`config.mk`:
```
export PLATFORM = sky130hd
export DESIGN_NAME = athsp_dev_flat
export DESIGN_NICKNAME = d
export VERILOG_FILES = /design/src/shared/athsp_pkg.sv /design/src/shared/athsp_if.sv /design/src/rtl/athsp_dev.sv /design/src/flat_wrapper.sv
export SDC_FILE = /design/constraint.sdc
export NUM_CORES = 1
export LEC_CHECK = 0
export BUFFER_PORTS_ARGS = -buffer_cell sky130_fd_sc_hd__buf_2
export CAP_MARGIN = 30
export CORE_MARGIN = 2
export CORE_UTILIZATION = 35
export CTS_CLUSTER_DIAMETER = 30
export DETAILED_ROUTE_END_ITERATION = 8
export MAX_ROUTING_LAYER = met4
export PLACE_DENSITY_LB_ADDON = 0.08
export SYNTH_ARGS = -nofsm -noshare
export SYNTH_HDL_FRONTEND = slang
export SYNTH_SLANG_ARGS = --single-unit
export TNS_END_PERCENT = 10
```
`constraint.sdc`:
```
create_clock -name clk -period 3.98 [get_ports clk]
set_input_delay 0.199 -clock clk [delete_from_list [all_inputs] [get_ports clk]]
set_output_delay 0.199 -clock clk [all_outputs]
set_load 0.005 [all_outputs]
```
`src/shared/athsp_pkg.sv`:
```
// Purpose: Shared constants for the AT host status and control ports.
// Assumes: 8-bit host port, 4-bit port address, 100 MHz clock.
// Notes:   Port offsets, status bit positions and timing counts.
package athsp_pkg;
    localparam logic [3:0] PORT_STATUS    = 4'h7;  // Read status, write command
    localparam logic [3:0] PORT_CONTROL   = 4'he;  // Read alt status, write fixed disk
    localparam logic [3:0] PORT_DIGITAL   = 4'hf;  // Read digital input
    localparam logic [3:0] PORT_TASK_LO   = 4'h1;  // First task-file copy port
    localparam logic [3:0] PORT_SDH       = 4'h6;  // Drive/head select copy
    localparam int BIT_BUSY   = 7;
    localparam int BIT_READY  = 6;
    localparam int BIT_WFAULT = 5;
    localparam int BIT_SEEK   = 4;
    localparam int BIT_DRQ    = 3;
    localparam int BIT_CORR   = 2;
    localparam int BIT_INDEX  = 1;
    localparam int BIT_ERR    = 0;
    localparam int FD_HEAD3_SELECT_ENABLE   = 3;
    localparam int FD_SRST    = 2;
    localparam int FD_IDIS_N  = 1;
    localparam int SDH_DRIVE  = 4;
    localparam int SDH_HS3    = 3;
    localparam logic [7:0] RESET_BYTE = 8'h00;
    localparam int CLK_MHZ         = 100;
    localparam int SRST_MIN_NS     = 5000;     // 5.0 us soft reset hold
    localparam int SRST_MIN_CYCLES = (SRST_MIN_NS * CLK_MHZ + 999) / 1000;
    localparam logic [9:0] SRST_CNT_W = 10'(SRST_MIN_CYCLES);
    // Micro register offsets (designer's own)
    localparam logic [2:0] UREG_DRV0    = 3'h0;  // Drive 0 status bits 6..0 write
    localparam logic [2:0] UREG_DRV1    = 3'h1;  // Drive 1 status
    localparam logic [2:0] UREG_CTRL    = 3'h2;  // b0 clear busy, b1 raise irq, b2 rwc, b3 reset dis
    localparam logic [2:0] UREG_CMD     = 3'h3;  // Read command byte, clears micro irq
    localparam logic [2:0] UREG_FIXED   = 3'h4;  // Read fixed disk byte
    localparam logic [2:0] UREG_FLAGS   = 3'h5;  // Read busy, irq, micro irq, srst cause
endpackage : athsp_pkg

```
`src/shared/athsp_if.sv`:
```
// Purpose: Host port wires between AT host end and the controller end.
// Assumes: One clock; host strobes are single cycle.
// Notes:   Interrupt line is three-state; resolved from the enable.
`timescale 1ns/1ps
`default_nettype none
interface athsp_if;
    logic [3:0] addr;       // Port address
    logic [7:0] wdata;      // Host write data
    logic       wr;         // Host write strobe
    logic       rd;         // Host read strobe
    logic [7:0] rdata;      // Read data, cycle after rd
    logic       rdata7_oe;  // High while bit 7 of rdata is driven
    logic       irq_o;      // Interrupt level
    logic       irq_oe;     // Interrupt pin enable
    logic       irq_wire;   // Resolved pin, low when floating
    assign irq_wire = irq_oe & irq_o;
    modport dev  (input addr, wdata, wr, rd, output rdata, rdata7_oe, irq_o, irq_oe);
    modport host (output addr, wdata, wr, rd, input rdata, rdata7_oe, irq_wire);
endinterface : athsp_if
`default_nettype wire

```
`src/rtl/athsp_dev.sv`:
```
// Purpose: Controller end of the AT host status and control ports.
// Assumes: Drive pins are synchronised here; micro uses a plain port.
// Notes:   Micro reads return data one cycle after the read strobe.
`timescale 1ns/1ps
`default_nettype none
// Notes on behaviour
// - Status from drive register chosen by drive bit
// - Primary status read clears host interrupt
// - Busy set by command write and reset
// - Ready bit is micro copy; abort if low (no abort here, left to firmware)
// - Write fault micro copy; abort if high (no abort here, left to firmware)
// - Seek complete written by micro
// - Data request driven by buffer manager
// - Corrected flag written by micro
// - Index bit tracks index pin live
// - Error summary bit written by micro
// - Command write latches, busy, micro irq, clears irq
// - Alternate status equals primary status
// - Fixed disk passes all eight bits
// - Head3 enable selects head3 or write current
// - Soft reset bit drives reset output
// - Host holds soft reset five microseconds
// - Reset disabled: micro irq instead of output
// - Interrupt disable bit gates and floats pin
// - Disable keeps pending, blocks new interrupts
// - Master reset clears irq, keeps disable bit
// - Digital input port layout, bit 7 floats
// - Bit 5 head3 or micro write current
// - Task copy blocked while busy, reads status
module athsp_dev
    import athsp_pkg::*;
(
    input  wire logic       clk,          // 100 MHz clock
    input  wire logic       rst,          // Power-qualified reset
    input  wire logic       master_rst,   // System master reset, synchronous
    athsp_if.dev            hp,           // Host port
    input  wire logic [2:0] u_addr,       // Micro address
    input  wire logic [7:0] u_wdata,      // Micro write data
    input  wire logic       u_wr,         // Micro write strobe
    input  wire logic       u_rd,         // Micro read strobe
    output logic      [7:0] u_rdata,      // Micro read data
    output logic            micro_int,    // Interrupt to micro
    input  wire logic       drq_in,       // Buffer manager data request
    input  wire logic       index_pin,    // Drive index pin
    input  wire logic       write_gate,   // Write gate output state
    output logic            reset_out,    // Board reset output
    output logic            hs3_rwc,      // Head select 3 or write current
    output logic      [7:0] sdh_out       // Drive/head select copy
);
    logic [6:0] drv0_q, drv1_q;
    logic [7:0] cmd_q, fixed_q, sdh_q;
    logic       busy_q, irq_q, mint_q, rwc_q, rdis_q, srst_q;
    logic       idx_s1_q, idx_s2_q, drq_s1_q, drq_s2_q, wg_s1_q, wg_s2_q;
    logic [7:0] status;
    logic       cmd_wr, fd_wr, srst_rise, dev_reset;

    always_ff @(posedge clk or posedge rst) begin
        if (rst) begin
            idx_s1_q <= 1'b0; idx_s2_q <= 1'b0;
            drq_s1_q <= 1'b0; drq_s2_q <= 1'b0;
            wg_s1_q  <= 1'b0; wg_s2_q  <= 1'b0;
        end else begin
            idx_s1_q <= index_pin; idx_s2_q <= idx_s1_q;
            drq_s1_q <= drq_in;    drq_s2_q <= drq_s1_q;
            wg_s1_q  <= write_gate; wg_s2_q <= wg_s1_q;
        end
    end

    assign cmd_wr    = hp.wr && hp.addr == PORT_STATUS && !busy_q;
    assign fd_wr     = hp.wr && hp.addr == PORT_CONTROL;
    assign srst_rise = fd_wr && hp.wdata[FD_SRST] && !fixed_q[FD_SRST];
    assign dev_reset = srst_q;

    always_comb begin
        // Drive ready/fault copies are shown as written; abort is firmware's job
        status = {busy_q, (sdh_q[SDH_DRIVE] ? drv1_q[6:4] : drv0_q[6:4]),
                  drq_s2_q,
                  (sdh_q[SDH_DRIVE] ? drv1_q[2] : drv0_q[2]),
                  idx_s2_q,
                  (sdh_q[SDH_DRIVE] ? drv1_q[0] : drv0_q[0])};
    end

    // Task-file copy: only the drive/head copy is held here
    always_ff @(posedge clk or posedge rst) begin
        if (rst) sdh_q <= RESET_BYTE;
        else if (hp.wr && hp.addr == PORT_SDH && !busy_q) sdh_q <= hp.wdata;
    end

    always_ff @(posedge clk or posedge rst) begin
        if (rst) begin
            fixed_q <= RESET_BYTE;
        end else if (fd_wr) begin
            fixed_q <= hp.wdata;
        end
    end

    always_ff @(posedge clk or posedge rst) begin
        if (rst) srst_q <= 1'b0;
        else srst_q <= fixed_q[FD_SRST];
    end

    always_ff @(posedge clk or posedge rst) begin
        if (rst) reset_out <= 1'b0;
        else reset_out <= fixed_q[FD_SRST] && !rdis_q;
    end

    always_ff @(posedge clk or posedge rst) begin
        if (rst) hs3_rwc <= 1'b0;
        else hs3_rwc <= fixed_q[FD_HEAD3_SELECT_ENABLE] ? sdh_q[SDH_HS3] : rwc_q;
    end

    always_ff @(posedge clk or posedge rst) begin
        if (rst) sdh_out <= RESET_BYTE;
        else sdh_out <= sdh_q;
    end

    always_ff @(posedge clk or posedge rst) begin
        if (rst) cmd_q <= RESET_BYTE;
        else if (cmd_wr) cmd_q <= hp.wdata;
    end

    // Busy: set wins over the micro's clear
    always_ff @(posedge clk or posedge rst) begin
        if (rst) busy_q <= 1'b1;
        else if (cmd_wr || dev_reset || master_rst) busy_q <= 1'b1;
        else if (u_wr && u_addr == UREG_CTRL && u_wdata[0]) busy_q <= 1'b0;
    end

    // Raise from micro wins over host acknowledge
    always_ff @(posedge clk or posedge rst) begin
        if (rst) irq_q <= 1'b0;
        else if (master_rst || dev_reset) irq_q <= 1'b0;
        else if (u_wr && u_addr == UREG_CTRL && u_wdata[1]
                 && !fixed_q[FD_IDIS_N]) irq_q <= 1'b1;
        else if (cmd_wr || (hp.rd && hp.addr == PORT_STATUS)) irq_q <= 1'b0;
    end

    always_ff @(posedge clk or posedge rst) begin
        if (rst) mint_q <= 1'b0;
        else if (cmd_wr || (srst_rise && rdis_q)) mint_q <= 1'b1;
        else if (u_rd && u_addr == UREG_CMD) mint_q <= 1'b0;
    end
    assign micro_int = mint_q;

    always_ff @(posedge clk or posedge rst) begin
        if (rst) begin
            drv0_q <= 7'h00; drv1_q <= 7'h00; rwc_q <= 1'b0; rdis_q <= 1'b0;
        end else if (u_wr) begin
            if (u_addr == UREG_DRV0) drv0_q <= u_wdata[6:0];
            if (u_addr == UREG_DRV1) drv1_q <= u_wdata[6:0];
            if (u_addr == UREG_CTRL) begin
                rwc_q  <= u_wdata[2];
                rdis_q <= u_wdata[3];
            end
        end
    end

    always_ff @(posedge clk or posedge rst) begin
        if (rst) u_rdata <= RESET_BYTE;
        else if (u_rd) begin
            case (u_addr)
                UREG_CMD:   u_rdata <= cmd_q;
                UREG_FIXED: u_rdata <= fixed_q;
                UREG_FLAGS: u_rdata <= {4'h0, srst_q, mint_q, irq_q, busy_q};
                UREG_DRV0:  u_rdata <= {1'b0, drv0_q};
                UREG_DRV1:  u_rdata <= {1'b0, drv1_q};
                default:    u_rdata <= RESET_BYTE;
            endcase
        end
    end

    always_ff @(posedge clk or posedge rst) begin
        if (rst) begin
            hp.rdata <= RESET_BYTE; hp.rdata7_oe <= 1'b0;
        end else if (hp.rd) begin
            hp.rdata7_oe <= 1'b1;
            if (hp.addr == PORT_STATUS || hp.addr == PORT_CONTROL)
                hp.rdata <= status;
            else if (hp.addr == PORT_DIGITAL) begin
                hp.rdata     <= {1'b0, wg_s2_q,
                                 (fixed_q[FD_HEAD3_SELECT_ENABLE] ? sdh_q[SDH_HS3] : rwc_q),
                                 sdh_q[2:0], sdh_q[SDH_DRIVE], !sdh_q[SDH_DRIVE]};
                hp.rdata7_oe <= 1'b0;
            end else if (busy_q && hp.addr >= PORT_TASK_LO && hp.addr <= PORT_STATUS)
                hp.rdata <= status;
            else if (hp.addr == PORT_SDH)
                hp.rdata <= sdh_q;
            else
                hp.rdata <= RESET_BYTE;
        end else begin
            hp.rdata7_oe <= 1'b0;
        end
    end

    always_ff @(posedge clk or posedge rst) begin
        if (rst) begin
            hp.irq_o <= 1'b0; hp.irq_oe <= 1'b1;
        end else begin
            hp.irq_o  <= irq_q;
            hp.irq_oe <= !fixed_q[FD_IDIS_N];
        end
    end
endmodule : athsp_dev
`default_nettype wire

```
`src/flat_wrapper.sv`:
```
// flat-port wrapper written by rule: the top's interface ports become plain ports
module athsp_dev_flat import athsp_pkg::*;
  (clk, rst, master_rst, u_addr, u_wdata, u_wr, u_rd, u_rdata, micro_int, drq_in, index_pin, write_gate, reset_out, hs3_rwc, sdh_out, hp_addr, hp_wdata, hp_wr, hp_rd, hp_rdata, hp_rdata7_oe, hp_irq_o, hp_irq_oe);
  athsp_if hp_i ();
  input  wire logic clk;
  input  wire logic rst;
  input  wire logic master_rst;
  input  wire logic [2:0] u_addr;
  input  wire logic [7:0] u_wdata;
  input  wire logic u_wr;
  input  wire logic u_rd;
  output logic      [7:0] u_rdata;
  output logic micro_int;
  input  wire logic drq_in;
  input  wire logic index_pin;
  input  wire logic write_gate;
  output logic reset_out;
  output logic hs3_rwc;
  output logic      [7:0] sdh_out;
  input wire logic [$bits(hp_i.addr)-1:0] hp_addr;
  input wire logic [$bits(hp_i.wdata)-1:0] hp_wdata;
  input wire logic [$bits(hp_i.wr)-1:0] hp_wr;
  input wire logic [$bits(hp_i.rd)-1:0] hp_rd;
  output wire logic [$bits(hp_i.rdata)-1:0] hp_rdata;
  output wire logic [$bits(hp_i.rdata7_oe)-1:0] hp_rdata7_oe;
  output wire logic [$bits(hp_i.irq_o)-1:0] hp_irq_o;
  output wire logic [$bits(hp_i.irq_oe)-1:0] hp_irq_oe;
  assign hp_i.addr = hp_addr;
  assign hp_i.wdata = hp_wdata;
  assign hp_i.wr = hp_wr;
  assign hp_i.rd = hp_rd;
  assign hp_rdata = hp_i.rdata;
  assign hp_rdata7_oe = hp_i.rdata7_oe;
  assign hp_irq_o = hp_i.irq_o;
  assign hp_irq_oe = hp_i.irq_oe;
  athsp_dev u_core (.clk(clk), .rst(rst), .master_rst(master_rst), .hp(hp_i), .u_addr(u_addr), .u_wdata(u_wdata), .u_wr(u_wr), .u_rd(u_rd), .u_rdata(u_rdata), .micro_int(micro_int), .drq_in(drq_in), .index_pin(index_pin), .write_gate(write_gate), .reset_out(reset_out), .hs3_rwc(hs3_rwc), .sdh_out(sdh_out));
endmodule
```
==> flow_metrics.tcl, run 1 <==
set metrics [dict create \
    gp_congestion 0.855 \
    worst_ep_arrival_time_ns 1.92 \
    cts_post_setup_buffers_inserted 0 \
    post_synth.cell_area_avg_um2 12.7 \
    timing.hold.worst.start "u_wdata[4]" \
    routed_via_density 4.91 \
    slew_viol_final 0 \
    synthCells 276 \
    final_common_cell "dfrtp_1" \
    globalRoute.totalOverflow 0 \
    portBuffers 61 \
    first_pass_grt_wire_length_um 13200 \
    route.detailed.drc 0 \
    drt-wirelength-per-cell_um 17.2 \
    fraction_of_registers_with_async_set_reset_pct 100 \
    grt_setup_unrepaired "no" \
    mappedNetlistArea_um2 3500 \
    floorplan.die_area_um2 10800 \
    slew_headroom_pct 57.3 \
    dominant_combinational_cell_family_by_area_after_synthesis "multiplexers" \
    synthAdderAreaFrac_pct 0 \
    yosys.area_share.simple_pct 11.6 \
    power_switching_share_pct 25.6 \
    synth.net_count 309 \
    cp_max_fanout 11 \
    portion_of_total_power_attributed_to_combinational_logic_pct 15.0 \
    die-height_um 104 \
    clk-insertion-delay-late_ns 0.34 \
    end_kind "flop" \
    synth-warning-count 0 \
    die_w_um 104 \
    synth-compound-area-share_pct 10.2 \
    detailedPlacementHpwl_um 5980 \
    period_minus_slack_ns 1.70 \
    hold_violations 0 \
    launching_element_type_of_the_critical_path "flop" \
    cts_hold_buf 4 \
    reg2reg_slack_ns 2.28 \
    run_status "finished clean" \
    synthMuxAreaShare_pct 18.6 \
    report.power.total_mw 1.87 \
    p_leak_nw 1.93 \
    hold_path.class "primary input to flop" \
    critical-path-slowest-cell "dfstp_2" \
    worst-setup-path-type "flop to flop" \
    placement.setup.worst_slack_ns 2.22 \
    tritoncts "done" \
    initial_core_util_pct 36.0 \
    postCtsResizedCells 0 \
    number_of_levels_the_h_tree_was_split_into 3 \
    grt_max_degree 39 \
    drt-total-wl_um 8230 \
    cp.buffers_inverters 0 \
    finish.net_count 372 \
    irDropWorstVdd_uv 173 \
    max-clock-path-buffers 2 \
    clock_sink_count 79 \
    antenna_found_initial 0 \
    setup_violations 0 \
    synthFlopType "dfrtp_1" \
    ios 63 \
    reported_max_cap_violation_count 0 \
    power.switching_mw 0.479 \
    antennaDiodeCount 0 \
    timing.critical_path.slowest_cell_delay_ns 0.66 \
    power_per_cell_area_nw_per_um2 449 \
    route.vias.total 2343 \
    final_critical_path_setup_slack_ns 2.28 \
    detail_route.first_pass.iterations 4 \
    cp.required_ns 4.20 \
    yosysUniqueCellTypes 49 \
    crit_path_start "u_core.busy_q" \
    post_synth_xor_area_fraction_pct 0 \
    cts.clk_slew.worst_paths_ns 0.08 \
    finalSetupTns_ns 0 \
    final.setup_skew_ns 0.0119 \
    post_route_cells_drive_above_1_share_pct 39.8 \
    cts_buffers 9 \
    post-route-period-util_pct 42.7 \
    area_growth_syn_to_layout_pct 18.9 \
    share_seq_of_total_power_pct 51.5 \
    ys_seq_elements 79 \
    grt_usage_pct 16.4 \
    worstPathCellList "or3_1 -> mux2_4" \
    fp-row-count 36 \
    finish.instance_area_um2 4170 \
    regToRegStartpoint "u_core.busy_q" \
    actual_slew_at_the_worst_max_slew_pin_ns 0.641 \
    core_region_area_um2 9730 \
    number_of_synthesized_flops_with_an_enable_pin 0 \
    cell_internal_pwr_mw 1.39 \
    dpl_cell_area_um2 3920 \
    grt_pass1_vias 2393 \
    fmaxAchievable_mhz 589 \
    root_buffer "clkbuf_8" \
    critical-path-top-delay-family "flip-flops" \
    yosysSeqAreaShare_pct 56.5 \
    antenna_violating_nets_post_route 0 \
    initialDrtViolationCount 123 \
    most-common-layout-cells "dfrtp_1, buf_2, mux2_2" \
    clock_power_share_pct 33.6 \
]
-- layer usage --
metal | track usage [%] | vias to the layer above | wire [um]
met5 | - | - | 0
met4 | 5.60 | 0 | 98
met3 | 2.69 | 13 | 305
met2 | 23.1 | 60 | 3620
met1 | 23.9 | 1152 | 4210
li1 | - | 1118 | -
-- worst paths after layout --
kind	end	cells after the start
max	u_core.cmd_q[6]	2
min	u_core.drv1_q[4]	2
max reg2reg	u_core.cmd_q[6]	2
min reg2reg	u_core.wg_s2_q	0
max in group asynchronous	u_core.hp.irq_oe	5
min in group asynchronous	u_core.sdh_out[7]	3
-- registers in the layout, summed over array words and instances (netlist names), 7 cells and up --
register and flops:
u_core.sdh_out 8, u_core.fixed_q 8, u_core.drv0_q 7, u_core.hp.rdata 8, u_core.sdh_q 8, u_core.drv1_q 7
u_core.u_rdata 8, u_core.cmd_q 8
-- synth_stat cells, types with 2 or more instances --
master / number / area (um^2)
nand2_1: 8 / 30.0
buf_4: 3 / 22.5
a21oi_1: 14 / 70.1
dfrtp_1: 77 / 1930
nand3_1: 9 / 45.0
mux4_2: 4 / 90.1
a21boi_0: 2 / 15.0
buf_2: 6 / 30.0
mux2_4: 8 / 120
o21ai_0: 11 / 55.1
a21o_1: 2 / 15.0
nor2_1: 20 / 75.1
dfstp_2: 2 / 52.6
clkbuf_1: 4 / 15.0
buf_6: 2 / 22.5
nor2b_1: 7 / 43.8
inv_1: 5 / 18.8
nor2_2: 2 / 12.5
a22oi_1: 3 / 22.5
nand2b_1: 9 / 56.3
mux2_2: 34 / 383
a31oi_1: 7 / 43.8
o211ai_1: 2 / 15.0
o22ai_1: 4 / 25.0
nand2_2: 2 / 12.5
mux2i_1: 6 / 60.1
-- power by group through the flow --
stage          registers (mW)  logic (mW)  clock network [mW]
3_3_place_gp            0.976       0.278                   0
5_1_grt                 0.977       0.311               0.678
4_1_cts                 0.963       0.285               0.646
6_report                0.963       0.280               0.628
3_5_place_dp            0.979       0.281                   0
2_1_floorplan           0.962       0.184                   0
-- logic make-up (layout without fill, tap and decap cells) --
family	Yosys count	after routing
flip-flops	79	79
buffers and inverters	20	88
AND/OR/NAND/NOR	69	69
AO/OA/AOI/OAI	56	56
multiplexers	52	52
-- layout make-up --
type                       count  area, um^2
clock buffer                  14         173
clock inverter                 2        37.5
fill                         953        5560
inverter                       5        20.0
multi-input combinational    177        1420
sequential                    79        1980
tap                          133         166
timing repair buffer          67         373
-- metrics by stage --
stage,util [%],cells,hold slack [ns]
2_1_floorplan,-,276,0.230
3_3_place_gp,40.0,456,0.308
3_5_place_dp,40.2,457,0.177
5_1_grt,42.8,477,0.114
4_1_cts,42.8,477,0.0926
6_report,42.8,477,0.113
No activity file was read; power rests on OpenSTA's default activity.
==> run 2: changes to the inputs <==
- clock period: 3.98 -> 1.76 ns (I/O delays scaled with it)
==> run 2 against run 1 <==
Via count increased by 3.0%. First-iteration DRC count is 9.8% higher. Fmax rose by 7.5%. Clock power increased to 2.6 times the previous value. Critical path type unchanged. Critical endpoint is now u_core.hp.rdata[0]. Highest routed layer unchanged.
==> flow_metrics.tcl, run 2 (synthesized netlist as in run 1, its figures left out) <==
set metrics [dict create \
    run_status "finished clean" \
    regToRegStartpoint "u_core.busy_q" \
    grt_pass1_vias 2466 \
    antenna_violating_nets_post_route 0 \
    cp_max_fanout 11 \
    initial_core_util_pct 36.0 \
    power_per_cell_area_nw_per_um2 1040 \
    fmaxAchievable_mhz 633 \
    ios 63 \
    timing.hold.worst.start "master_rst" \
    power.switching_mw 1.13 \
    timing.reg2reg.worst_path_depth 4 \
    wl_met2_um 3810 \
    cts.clk_slew.worst_paths_ns 0.08 \
    antenna_found_initial 0 \
    grt_usage_pct 17.0 \
    first_pass_grt_wire_length_um 13900 \
    antennaDiodeCount 0 \
    gp_congestion 0.800 \
    detail_route.first_pass.iterations 4 \
    reported_max_cap_violation_count 0 \
    end_kind "flop" \
    worst_ep_arrival_time_ns 1.81 \
    irDropWorstVdd_uv 398 \
    route.met3.wl_um 285 \
    core_region_area_um2 9730 \
    launching_element_type_of_the_critical_path "flop" \
    placement.setup.worst_slack_ns 0.192 \
    initialDrtViolationCount 135 \
    worst-setup-path-type "flop to flop" \
    route.vias.total 2414 \
    grt_setup_unrepaired "no" \
    number_of_levels_the_h_tree_was_split_into 3 \
    power_switching_share_pct 25.3 \
    die_w_um 104 \
    detailedPlacementHpwl_um 5950 \
    p_leak_nw 2.00 \
    drt-total-wl_um 8450 \
    die-height_um 104 \
    drt-wirelength-per-cell_um 17.4 \
    cts_buffers 9 \
    grt_max_degree 80 \
    floorplan.die_area_um2 10800 \
    setup_violations 0 \
    root_buffer "clkbuf_8" \
    final.setup_skew_ns 0.00988 \
    min_to "u_core.busy_q" \
    finish.net_count 381 \
    route.detailed.drc 0 \
    globalRoute.totalOverflow 0 \
    clock_power_share_pct 36.6 \
    area_growth_syn_to_layout_pct 22.5 \
    slew_viol_final 0 \
    fp-row-count 36 \
    worst_hold_slack_ns 0.00860 \
    routed.top_layer "met4" \
    clk-insertion-delay-late_ns 0.34 \
    hold_path.class "primary input to flop" \
    routed_via_density 4.97 \
    final_critical_path_setup_slack_ns 0.180 \
    post_route_cells_drive_above_1_share_pct 40.8 \
    slew_headroom_pct 65.3 \
    period_minus_slack_ns 1.58 \
    reg2reg_capture_point "u_core.hp.rdata[0]" \
    post-route-period-util_pct 89.7 \
    cell_internal_pwr_mw 3.33 \
    most-common-layout-cells "dfrtp_1, buf_2, mux2_2" \
    reg2reg_slack_ns 0.18 \
    portion_of_total_power_attributed_to_combinational_logic_pct 14.6 \
    hold_violations 0 \
    tritoncts "done" \
    clock_sink_count 79 \
    max-clock-path-buffers 2 \
    route.layer.met1.wl_um 4290 \
    actual_slew_at_the_worst_max_slew_pin_ns 0.520 \
    final_common_cell "dfrtp_1" \
    finalSetupTns_ns 0 \
    portBuffers 61 \
    timing.hold.worst_path_depth 3 \
    cp.required_ns 1.99 \
    share_seq_of_total_power_pct 48.8 \
]
==> run 2: cell types whose count changed in the layout (fill, tap and decap cells not counted), sizes merged <==
cell,before,now
clkinv,1,4
buf,63,68
clkbuf,14,9
bufinv,1,3
dlygate4sd3,4,8
==> run 2: power groups by stage <==
stage	sequential (mW)	clock [mW]	combinational, mW
after global placement	2.21	0	0.638
after floorplan	2.17	0	0.417
after CTS	2.18	1.69	0.665
after detailed placement	2.22	0	0.648
final	2.18	1.63	0.649
after global routing	2.21	1.76	0.723
==> run 2: final cells by class <==
class                      instances  area, um^2
clock buffer                       9         124
clock inverter                     7         121
fill                             970        5440
inverter                           5        22.5
multi-input combinational        177        1420
sequential                        79        1980
tap                              133         166
timing repair buffer              76         463
==> run 2: routing by layer <==
layer / vias to the layer above / GRT usage (%)
li1: 1141 / -
met1: 1205 / 24.5
met2: 59 / 24.8
met3: 9 / 2.44
met4: 0 / 5.50
met5: - / -
==> run 2: metrics by stage <==
step	area (um^2)	cells	util [%]	total power [mW]
finish	4290	486	44.1	4.46
global route	4290	486	44.1	4.69
CTS	4290	486	44.1	4.53
detailed placement	3970	462	40.8	2.87
global placement	3970	462	40.8	2.85
floorplan	3510	276	-	2.59
==> run 2: worst max-delay path, cell delays in order (launching register included) <==
cell and delay (ns):
dfstp_2 0.66, a21oi_1 0.06, nor3b_1 0.36, o21ai_0 0.14
a31o_2 0.24
==> run 2: repair_timing <==
item,CTS,global route
endpoints found under the hold margin,87,0
resized for setup,0,0
setup endpoints to repair,0,0
setup buffers,0,0
hold buffers,8,0
==> run 2: how the worst max path moves through the flow <==
stage / to / depth (start not counted) / from
floorplan: u_core.hp.rdata[0] / 5 / u_core.busy_q
global placement: u_core.u_rdata[1] / 5 / u_addr[0]
detailed placement: u_core.u_rdata[1] / 5 / u_addr[0]
CTS: u_core.hp.rdata[0] / 4 / u_core.busy_q
global route: u_core.hp.rdata[0] / 4 / u_core.busy_q
finish: u_core.hp.rdata[0] / 4 / u_core.busy_q
==> run 3: changes to the inputs <==
- BUFFER_PORTS_ARGS: -buffer_cell sky130_fd_sc_hd__buf_2 -> -buffer_cell sky130_fd_sc_hd__clkbuf_2
- CELL_PAD_IN_SITES_DETAIL_PLACEMENT: default -> 0
- CELL_PAD_IN_SITES_GLOBAL_PLACEMENT: default -> 1
==> run 3 against run 2 <==
Final cell count grew 0.82%. Clock-buffer cell count grew 1. Non-clock buffer count grew 4. Sequential power is essentially flat. Clock skew grew 0.0032 ns. Combinational power grew 0.8%. Critical path depth grew 1. Highest routed layer unchanged.
==> flow_metrics.tcl, run 3 (synthesized netlist as in run 1, its figures left out) <==
set metrics [dict create \
    antennaDiodeCount 0 \
    detail_route.first_pass.iterations 4 \
    end_kind "flop" \
    cts_buffers 9 \
    cts_hold_buf 10 \
    route.vias.total 2450 \
    tritoncts "done" \
    cts_post_setup_buffers_inserted 0 \
    cts.clk_slew.worst_paths_ns 0.08 \
    timing.reg2reg.worst_path_depth 5 \
    slew_viol_final 0 \
    grt_max_degree 80 \
    worst_ep_arrival_time_ns 1.85 \
    routed_via_density 5.00 \
    hold_path.class "primary input to flop" \
    most-common-layout-cells "dfrtp_1, clkbuf_2, mux2_2" \
    cp.required_ns 2.02 \
    final_common_cell "dfrtp_1" \
    drt-wirelength-per-cell_um 17.3 \
    run_status "finished clean" \
    postCtsResizedCells 0 \
    setup_violations 0 \
    regToRegStartpoint "u_core.busy_q" \
    reg2reg_capture_point "u_core.hp.rdata[6]" \
    globalRoute.totalOverflow 0 \
    max-clock-path-buffers 2 \
    timing.hold.worst.start "u_wdata[3]" \
    period_minus_slack_ns 1.58 \
    number_of_levels_the_h_tree_was_split_into 3 \
    gp_congestion 0.827 \
    actual_slew_at_the_worst_max_slew_pin_ns 0.519 \
    fmaxAchievable_mhz 631 \
    first_pass_grt_wire_length_um 13700 \
    initial_core_util_pct 36.0 \
    min_to "u_core.drv0_q[3]" \
    detailedPlacementHpwl_um 5990 \
    hold_violations 0 \
    worst-setup-path-type "flop to flop" \
    slew_headroom_pct 65.4 \
    portBuffers 61 \
    die_w_um 104 \
    reported_max_cap_violation_count 0 \
    post-route-period-util_pct 90.0 \
    clock_sink_count 79 \
    finish.net_count 385 \
    post_layout_nonfiller_instances 490 \
    die-height_um 104 \
    reg2reg_slack_ns 0.18 \
    post_route_cells_drive_above_1_share_pct 40.9 \
    ios 63 \
    floorplan.die_area_um2 10800 \
    antenna_violating_nets_post_route 0 \
    p_leak_nw 1.99 \
    root_buffer "clkbuf_8" \
    final.setup_skew_ns 0.0131 \
    finalSetupTns_ns 0 \
    grt_pass1_vias 2538 \
    grt_setup_unrepaired "no" \
    core_region_area_um2 9730 \
    fp-row-count 36 \
    grt_usage_pct 17.0 \
    cp_max_fanout 11 \
    antenna_found_initial 0 \
    route.detailed.drc 0 \
    power_per_cell_area_nw_per_um2 982 \
    drt-total-wl_um 8470 \
    place_inst 464 \
    initialDrtViolationCount 165 \
    area_growth_syn_to_layout_pct 22.1 \
    clk-insertion-delay-late_ns 0.36 \
    timing.hold.worst_path_depth 2 \
    irDropWorstVdd_uv 382 \
    launching_element_type_of_the_critical_path "flop" \
]
## run 3: how the worst max path moves through the flow
stage / from / to / cells past startpoint
after floorplan: u_core.busy_q / u_core.hp.rdata[0] / 5
after global placement: u_core.busy_q / u_core.hp.rdata[0] / 4
after detailed placement: u_core.busy_q / u_core.hp.rdata[0] / 4
after CTS: u_core.busy_q / u_core.hp.rdata[6] / 5
after global routing: u_core.busy_q / u_core.hp.rdata[6] / 5
final: u_core.busy_q / u_core.hp.rdata[6] / 5
## run 3: metal layers
layer,vias to the layer above,GRT usage (%),wire length [um]
met1,1225,23.9,4180
met4,0,6.08,118
met5,-,-,0
met3,12,2.19,312
li1,1150,-,-
met2,63,25.2,3850
## run 3: stage by stage
stage / utilization, % / total power, mW / worst slack [ns] / area, um^2 / hold slack (ns)
2_1_floorplan: - / 2.59 / 0.308 / 3510 / 0.119
3_3_place_gp: 40.9 / 2.85 / 0.161 / 3980 / 0.196
3_5_place_dp: 40.9 / 2.86 / 0.223 / 3980 / 0.198
4_1_cts: 44.0 / 4.25 / 0.189 / 4280 / 0.00299
5_1_grt: 44.0 / 4.41 / 0.0813 / 4280 / 0.0175
6_report: 44.0 / 4.20 / 0.175 / 4280 / 0.0135
## run 3: worst max-delay path, stage by stage, from the launching register on
cell     delay, ns
dfstp_2       0.67
a21oi_1       0.07
nor3b_1       0.32
buf_4         0.19
o21ai_0       0.07
a31oi_1       0.19
## run 3: report_power, final
group / switching (mW) / internal, mW
sequential: 0.139 / 2.04
clock: 0.683 / 0.687
combinational: 0.303 / 0.351
total: 1.13 / 3.08
## run 3: final cells by class
class / instances / area (um^2)
Sequential cell: 79 / 1980
Fill cell: 947 / 5450
Clock inverter: 6 / 60.1
Clock buffer: 10 / 138
Multi-Input combinational cell: 177 / 1420
Timing Repair Buffer: 80 / 498
Tap cell: 133 / 166
Inverter: 5 / 22.5
